--- src/inc/upc_pkg.sv ---
// Register map, field positions and reset values of the USB PHY common control bank
package upc_pkg;
  localparam logic [12:0] BANK_BASE        = 13'h1200;
  localparam logic [12:0] OFS_COMMON_TEST  = 13'h0000;
  localparam logic [12:0] OFS_ANALOG_TEST  = 13'h00c4;
  localparam logic [12:0] OFS_UPSTREAM     = 13'h00c8;
  localparam logic [12:0] OFS_INTERCHIP    = 13'h0140;
  localparam int BIT_CLOCK_DISABLE   = 31;
  localparam int BIT_TEST_SELECT     = 24;
  localparam int BIT_XTAL_DRIVE      = 23;
  localparam int BIT_REF_SELECT      = 19;
  localparam int BIT_CORE_READY      = 18;
  localparam int BIT_FAST_START      = 17;
  localparam int BIT_PLL_ENABLE      = 16;
  localparam int BIT_COMMON_PD_N     = 15;
  localparam int BIT_XTAL_PD_N       = 14;
  localparam int BIT_CLK_USABLE      = 12;
  localparam int BIT_AFE_TIMER_DIS   = 9;
  localparam int BIT_GATING_BYPASS   = 0;
  // Writable bits of the common test register
  localparam logic [31:0] COMMON_WR_MASK = 32'h818bc201;
  localparam logic [31:0] COMMON_RESET   = 32'h00010000;
  localparam logic [31:0] OTHER_RESET    = 32'h00000000;
  localparam logic [31:0] UNMAPPED_DATA  = 32'h00000000;
endpackage

--- src/rtl/upc_regs.sv ---
// Avalon-MM register bank for the USB PHY common block controls
`timescale 1ns/1ps
// Contract
// - Bank at base 1200h: common 000h, analog 0C4h, upstream 0C8h, interchip 140h.
// - Bit 31 set gates off the common block register clock.
// - Bit 24 selects functional (0) or test (1) signals into common block.
// - Bit 23 selects limited (0) or increased (1) crystal drive amplitude.
// - Bit 19 selects 25 MHz (0, reset) or 24 MHz (1) PLL reference.
// - Read-only bit 18 shows core ready, forced low without I/O power-on.
// - Bit 17 enables USB PLL fast startup.
// - Fast-start default from external image, else OTP image, else zero.
// - External image flag chosen by current bus speed, high or full.
// - Bus reset or lite reset restores fast-start to last loaded image value.
// - Bit 16 enables the USB PLL, reset value one.
// - Bit 15 low powers down bias and PLL, overriding all port suspends.
// - Bit 14 low powers down the crystal oscillator block.
// - Read-only bit 12 reports PLL clocks usable, reset zero.
// - Bit 9 set disables the front-end ready timer.
// - Bit 0 forces every clock gating cell into bypass.
module upc_regs
  import upc_pkg::*;
(
  input  wire logic        clk,
  input  wire logic        arst_n,
  input  wire logic [12:0] avs_address,
  input  wire logic        avs_read,
  input  wire logic        avs_write,
  input  wire logic [31:0] avs_writedata,
  input  wire logic [3:0]  avs_byteenable,
  output logic [31:0]      avs_readdata,
  output logic             avs_waitrequest,
  input  wire logic        core_supply_ready_raw,
  input  wire logic        io_power_on_raw,
  input  wire logic        pll_lock_raw,
  input  wire logic        ext_image_present,
  input  wire logic        ext_fast_start_hs,
  input  wire logic        ext_fast_start_fs,
  input  wire logic        otp_image_present,
  input  wire logic        otp_fast_start,
  input  wire logic        bus_high_speed,
  input  wire logic        image_load,
  input  wire logic        bus_reset,
  input  wire logic        lite_reset,
  output logic             common_clock_gate_off,
  output logic             common_test_signal_select,
  output logic             crystal_drive_level,
  output logic             pll_reference_select,
  output logic             pll_fast_start_enable,
  output logic             usb_pll_enable,
  output logic             common_power_down_n,
  output logic             crystal_power_down_n,
  output logic             port_suspend_override,
  output logic             frontend_ready_timer_disable,
  output logic             global_gating_bypass,
  output logic [31:0]      phy_analog_test_ctrl_q,
  output logic [31:0]      phy_upstream_analog_ctrl_q,
  output logic [31:0]      interchip_port_enable_q
);

  // Pin synchronisers; first stage read only by second stage
  logic [2:0] sync_a;
  logic [2:0] sync_b;
  always_ff @(posedge clk or negedge arst_n) begin
    if (!arst_n) begin
      sync_a <= 3'h0;
      sync_b <= 3'h0;
    end else begin
      sync_a <= {pll_lock_raw, io_power_on_raw, core_supply_ready_raw};
      sync_b <= sync_a;
    end
  end

  // Byte-lane merge used by every writable register
  function automatic logic [31:0] merge(input logic [31:0] old, input logic [31:0] wd, input logic [3:0] be);
    logic [31:0] r;
    r = old;
    for (int i = 0; i < 4; i++) begin
      if (be[i]) r[i*8 +: 8] = wd[i*8 +: 8];
    end
    return r;
  endfunction

  // Address decode; bank sits at a fixed base
  wire logic [12:0] rel          = avs_address - BANK_BASE;
  wire logic        in_bank      = (avs_address >= BANK_BASE);
  wire logic        hit_common   = in_bank && (rel == OFS_COMMON_TEST);
  wire logic        hit_analog   = in_bank && (rel == OFS_ANALOG_TEST);
  wire logic        hit_upstream = in_bank && (rel == OFS_UPSTREAM);
  wire logic        hit_inter    = in_bank && (rel == OFS_INTERCHIP);

  // One wait state: request answered on the second edge it is held
  logic        busy;
  wire logic   take  = (avs_read || avs_write) && busy;
  wire logic   wr_ok = avs_write && take;

  logic [31:0] common;
  logic [31:0] analog;
  logic [31:0] upstream;
  logic [31:0] inter;
  logic        fast_start_image;

  // Fast-start image: external by speed, else OTP, else zero
  wire logic ext_flag  = bus_high_speed ? ext_fast_start_hs : ext_fast_start_fs;
  wire logic img_value = ext_image_present ? ext_flag :
                         (otp_image_present ? otp_fast_start : 1'b0);
  wire logic restore   = bus_reset || lite_reset;

  // Writes land only on writable common bits; reserved stay zero
  wire logic [31:0] common_wr = merge(common, avs_writedata, avs_byteenable) & COMMON_WR_MASK;

  // Core ready gated by I/O power-on
  wire logic core_ready = sync_b[0] && sync_b[1];

  wire logic [31:0] common_rd = (common & COMMON_WR_MASK)
                              | (32'(core_ready) << BIT_CORE_READY)
                              | (32'(sync_b[2]) << BIT_CLK_USABLE);

  wire logic [31:0] rd_mux = hit_common   ? common_rd :
                             hit_analog   ? analog :
                             hit_upstream ? upstream :
                             hit_inter    ? inter : UNMAPPED_DATA;

  // Handshake
  always_ff @(posedge clk or negedge arst_n) begin
    if (!arst_n) busy <= 1'b0;
    else busy <= (avs_read || avs_write) && !busy;
  end

  always_ff @(posedge clk or negedge arst_n) begin
    if (!arst_n) avs_waitrequest <= 1'b1;
    else avs_waitrequest <= !((avs_read || avs_write) && !busy);
  end

  always_ff @(posedge clk or negedge arst_n) begin
    if (!arst_n) avs_readdata <= 32'h0;
    else if (avs_read && !busy) avs_readdata <= rd_mux;
  end

  // Image value latched whenever a load is signalled
  always_ff @(posedge clk or negedge arst_n) begin
    if (!arst_n) fast_start_image <= 1'b0;
    else if (image_load) fast_start_image <= img_value;
  end

  // Common test register; reset restore wins over a write to bit 17
  always_ff @(posedge clk or negedge arst_n) begin
    if (!arst_n) begin
      common <= COMMON_RESET;
    end else begin
      if (wr_ok && hit_common) common <= common_wr;
      if (restore) common[BIT_FAST_START] <= fast_start_image;
      else if (image_load) common[BIT_FAST_START] <= img_value;
    end
  end

  // Other slots held as plain storage; their fields live elsewhere
  always_ff @(posedge clk or negedge arst_n) begin
    if (!arst_n) begin
      analog   <= OTHER_RESET;
      upstream <= OTHER_RESET;
      inter    <= OTHER_RESET;
    end else if (wr_ok) begin
      if (hit_analog)   analog   <= merge(analog, avs_writedata, avs_byteenable);
      if (hit_upstream) upstream <= merge(upstream, avs_writedata, avs_byteenable);
      if (hit_inter)    inter    <= merge(inter, avs_writedata, avs_byteenable);
    end
  end

  // Registered control outputs
  always_ff @(posedge clk or negedge arst_n) begin
    if (!arst_n) begin
      common_clock_gate_off        <= 1'b0;
      common_test_signal_select    <= 1'b0;
      crystal_drive_level          <= 1'b0;
      pll_reference_select         <= 1'b0;
      pll_fast_start_enable        <= 1'b0;
      usb_pll_enable               <= COMMON_RESET[BIT_PLL_ENABLE];
      common_power_down_n          <= 1'b0;
      crystal_power_down_n         <= 1'b0;
      port_suspend_override        <= !COMMON_RESET[BIT_COMMON_PD_N];
      frontend_ready_timer_disable <= 1'b0;
      global_gating_bypass         <= 1'b0;
      phy_analog_test_ctrl_q       <= OTHER_RESET;
      phy_upstream_analog_ctrl_q   <= OTHER_RESET;
      interchip_port_enable_q      <= OTHER_RESET;
    end else begin
      common_clock_gate_off        <= common[BIT_CLOCK_DISABLE];
      common_test_signal_select    <= common[BIT_TEST_SELECT];
      crystal_drive_level          <= common[BIT_XTAL_DRIVE];
      pll_reference_select         <= common[BIT_REF_SELECT];
      pll_fast_start_enable        <= common[BIT_FAST_START];
      usb_pll_enable               <= common[BIT_PLL_ENABLE];
      common_power_down_n          <= common[BIT_COMMON_PD_N];
      crystal_power_down_n         <= common[BIT_XTAL_PD_N];
      port_suspend_override        <= !common[BIT_COMMON_PD_N];
      frontend_ready_timer_disable <= common[BIT_AFE_TIMER_DIS];
      global_gating_bypass         <= common[BIT_GATING_BYPASS];
      phy_analog_test_ctrl_q       <= analog;
      phy_upstream_analog_ctrl_q   <= upstream;
      interchip_port_enable_q      <= inter;
    end
  end

endmodule

--- config.mk ---
export PLATFORM = sky130hd
export DESIGN_NAME = upc_regs
export DESIGN_NICKNAME = d
export VERILOG_FILES = /design/src/inc/upc_pkg.sv /design/src/rtl/upc_regs.sv
export SDC_FILE = /design/constraint.sdc
export NUM_CORES = 1
export LEC_CHECK = 0
export BUFFER_PORTS_ARGS = -buffer_cell sky130_fd_sc_hd__buf_2
export CAP_MARGIN = 20
export CORE_UTILIZATION = 48
export DETAILED_ROUTE_END_ITERATION = 12
export GPL_ROUTABILITY_DRIVEN = 0
export PLACE_DENSITY = 0.76
export SLEW_MARGIN = 20
export SYNTH_ARGS = -nofsm -noshare
export SYNTH_HDL_FRONTEND = slang
export SYNTH_SLANG_ARGS = --single-unit
--- constraint.sdc ---
create_clock -name clk -period 1.8 [get_ports clk]
set_clock_uncertainty 0.1 [all_clocks]
set_input_delay 0.18 -clock clk [delete_from_list [all_inputs] [get_ports clk]]
set_output_delay 0.18 -clock clk [all_outputs]
set_load 0.02 [all_outputs]
==> results_dict.tcl <==
set metrics [dict create \
    status "finished, final reports clean" \
    cellLeakagePower_nw 6.64 \
    hold_violations 0 \
    power.total_w 0.0116 \
    synth_nets 711 \
    max_freq_mhz 561 \
    cts_tree "done" \
    layout_common_cells "250 x dfrtp_1, 202 x buf_2, 66 x buf_4" \
    cts_sinks 254 \
    ant_nets 0 \
    antenna_found_initial 2 \
    drc_errors 0 \
    insertion_delay_ps 510 \
    worst_slack_ps 17.4 \
    netlist_area_sq_mm 0.00926 \
    postCtsSetupBuffers 0 \
    ys_types 45 \
    synth_top_area_cell "dfrtp_1" \
    ys.flop_type "dfrtp_1" \
    drtIter0Drc 333 \
    boundaryPins 205 \
    cts_root_buf "clkbuf_16" \
    grt_usage_pct 25.5 \
    grt_pass1_vias 6842 \
    drv_slew 0 \
    synthArstFlopShare_pct 100 \
    min_period_ps 1780 \
    clk_pin_slew_worst_paths_ps 60 \
    die_area_sq_mm 0.0198 \
    slew_headroom_pct 49.9 \
    io_buffers 204 \
    cp_max_fo 8 \
    dp_slack_ps -545 \
    synth_edf_count 0 \
    cap_violations 0 \
    mostFrequentLayoutCell "dfrtp_1" \
    dieHeight_um 141 \
    cts_buffer_depth 3 \
    drt_pass1_iterations 5 \
    endpoint_kind "register" \
    crit_required_ps 2090 \
    reg2reg_from "busy" \
    grt_pass1_wl_um 38300 \
    synth_top_area_share_pct 67.6 \
    h-tree-depth 1 \
    place_inst 1154 \
    viasPerCell 5.38 \
    nNetsFinal 1030 \
    ys_seq_area_share_pct 68.7 \
    drive_gt1_share_pct 49.8 \
    die_width_um 141 \
    crit_start "avs_address[0]" \
    rows 50 \
    core_area_sq_mm 0.0188 \
    cts_made_buffers 25 \
    overflow 0 \
    synthCells 645 \
    synth_area_leaders "dfrtp_1 68%, mux2_2 13%, nor3_1 2.2%" \
    syn2layout_area_growth_pct 39.3 \
    period_share_pct 99.0 \
    ys_ff_latch 254 \
    power_density_mw_per_mm2 901 \
    via_count 6669 \
    startpoint_type "input port" \
    wirelength_um 24800 \
    min-delay-path-class "in2async" \
    finalSetupViolCount 0 \
    avgSynthCellArea_sq_um 14.4 \
    initial_utilization_pct 49.2 \
    grt_start_max_net_pins 61 \
    worstPathArrival_ps 2080 \
    yosys_warnings 0 \
    worst_pin_slew_ps 733 \
    fillers 1302 \
    rsz0062_at_grt "true" \
    final_cells 1240 \
    wl_per_cell_um 20.0 \
    critPathKind "in2reg" \
    setup_tns_ps 0 \
    dp_hpwl_um 16800 \
    irDropWorstVdd_uv 686 \
]
[logic make-up (layout without fill, tap and decap cells)]
kind of cell	after synthesis	count (layout)	share of synthesized area [%]
DFF	254	254	68.7
other	0	1	0
xor gates and xnor gates	1	1	0.0946
muxes	107	107	13.0
adders and majority gates	1	1	0.135
buffers and inverters	49	383	2.11
AOI/OAI and AO/OA	95	95	7.41
and+or+nand+nor	138	138	8.54
[Yosys cell counts (2+ instances only)]
cell      count
nor3_2       10
clkbuf_1     28
nor2_1       14
nor2b_1       2
a21oi_1      15
nand2_1      24
a211oi_1      2
nand4_1       3
nor3_1       41
a31o_2        6
or2_2         5
nand3_1      13
and2_1        4
a41oi_1       3
inv_1        15
nor4_1        3
o31ai_1      25
mux2_2      104
nand2b_1      3
o21ai_0       8
a221oi_1     22
nor3b_1       2
mux2i_1       2
buf_1         2
dfrtp_1     250
and2_0        2
a31oi_1       9
buf_2         3
nor3_4        4
nand3b_1      3
dfstp_2       4
[stage by stage]
step	cell area, sq um	util (%)	hold slack [ps]
final	12900	68.5	74.4
after CTS	12900	68.4	82.8
after global routing	12900	68.5	109
after floorplan	9770	-	-216
after detailed placement	11600	61.8	24.7
after global placement	11600	61.8	18.8
[layer usage]
| metal | track usage, % | part of all wire [%] |
|---|---|---|
| met1 | 33.5 | 42 |
| met2 | 42.6 | 49 |
| met3 | 4.72 | 6.4 |
| met4 | 9.21 | 3.1 |
| met5 | 0 | 0.044 |
[registers in the layout, indices dropped and copies added (netlist names), 3 cells and up]
register / flops
avs_readdata: 32
interchip_port_enable_q: 32
upstream: 32
sync_a: 3
analog: 32
inter: 32
phy_upstream_analog_ctrl_q: 32
common: 10
sync_b: 3
phy_analog_test_ctrl_q: 32
[final cells by class]
cell class	instances	area, sq um	share of cell area (%)
clock buffer	31	678	5.26
clock inverter	11	116	0.902
multi-input combinational	342	3130	24.3
timing repair buffer	326	2210	17.2
sequential	254	6360	49.3
antenna	1	2.50	0.0194
inverter	15	68.8	0.534
tap	260	325	2.52
[timing repair]
| action | 4_1_cts | 5_1_grt |
|---|---|---|
| pin swaps | 0 | 3 |
| setup endpoints to repair | 8 | 28 |
| hold buffers | 43 | 0 |
| gates resized for setup | 1 | 6 |
| hold endpoints to repair | 363 | 0 |
| cloned | 0 | 0 |
[worst paths after layout]
kind | slack [ps] | endpoint | cells after the start
worst min register to register | 250 | sync_b[0] | 0
max in group asynchronous | 840 | interchip_port_enable_q[16] | 3
worst max-delay path | 20 | analog[8] | 7
worst min-delay path | 70 | inter[8] | 2
worst max register to register | 110 | inter[27] | 5
min in group clk | 100 | avs_readdata[30] | 4
[where the power goes]
part           total (W)  internal [W]  switching, W
Clock            0.00506       0.00295       0.00211
Combinational   0.000749      0.000303      0.000445
Sequential       0.00580       0.00577     0.0000343
[critical path, cell delays in order]
cell and delay [ps]:
buf_2 110, or3b_4 410, or4_4 540, buf_6 150, nor3_4 190, buf_12 150
mux2_2 330
No activity file was read; power rests on OpenSTA's default activity.
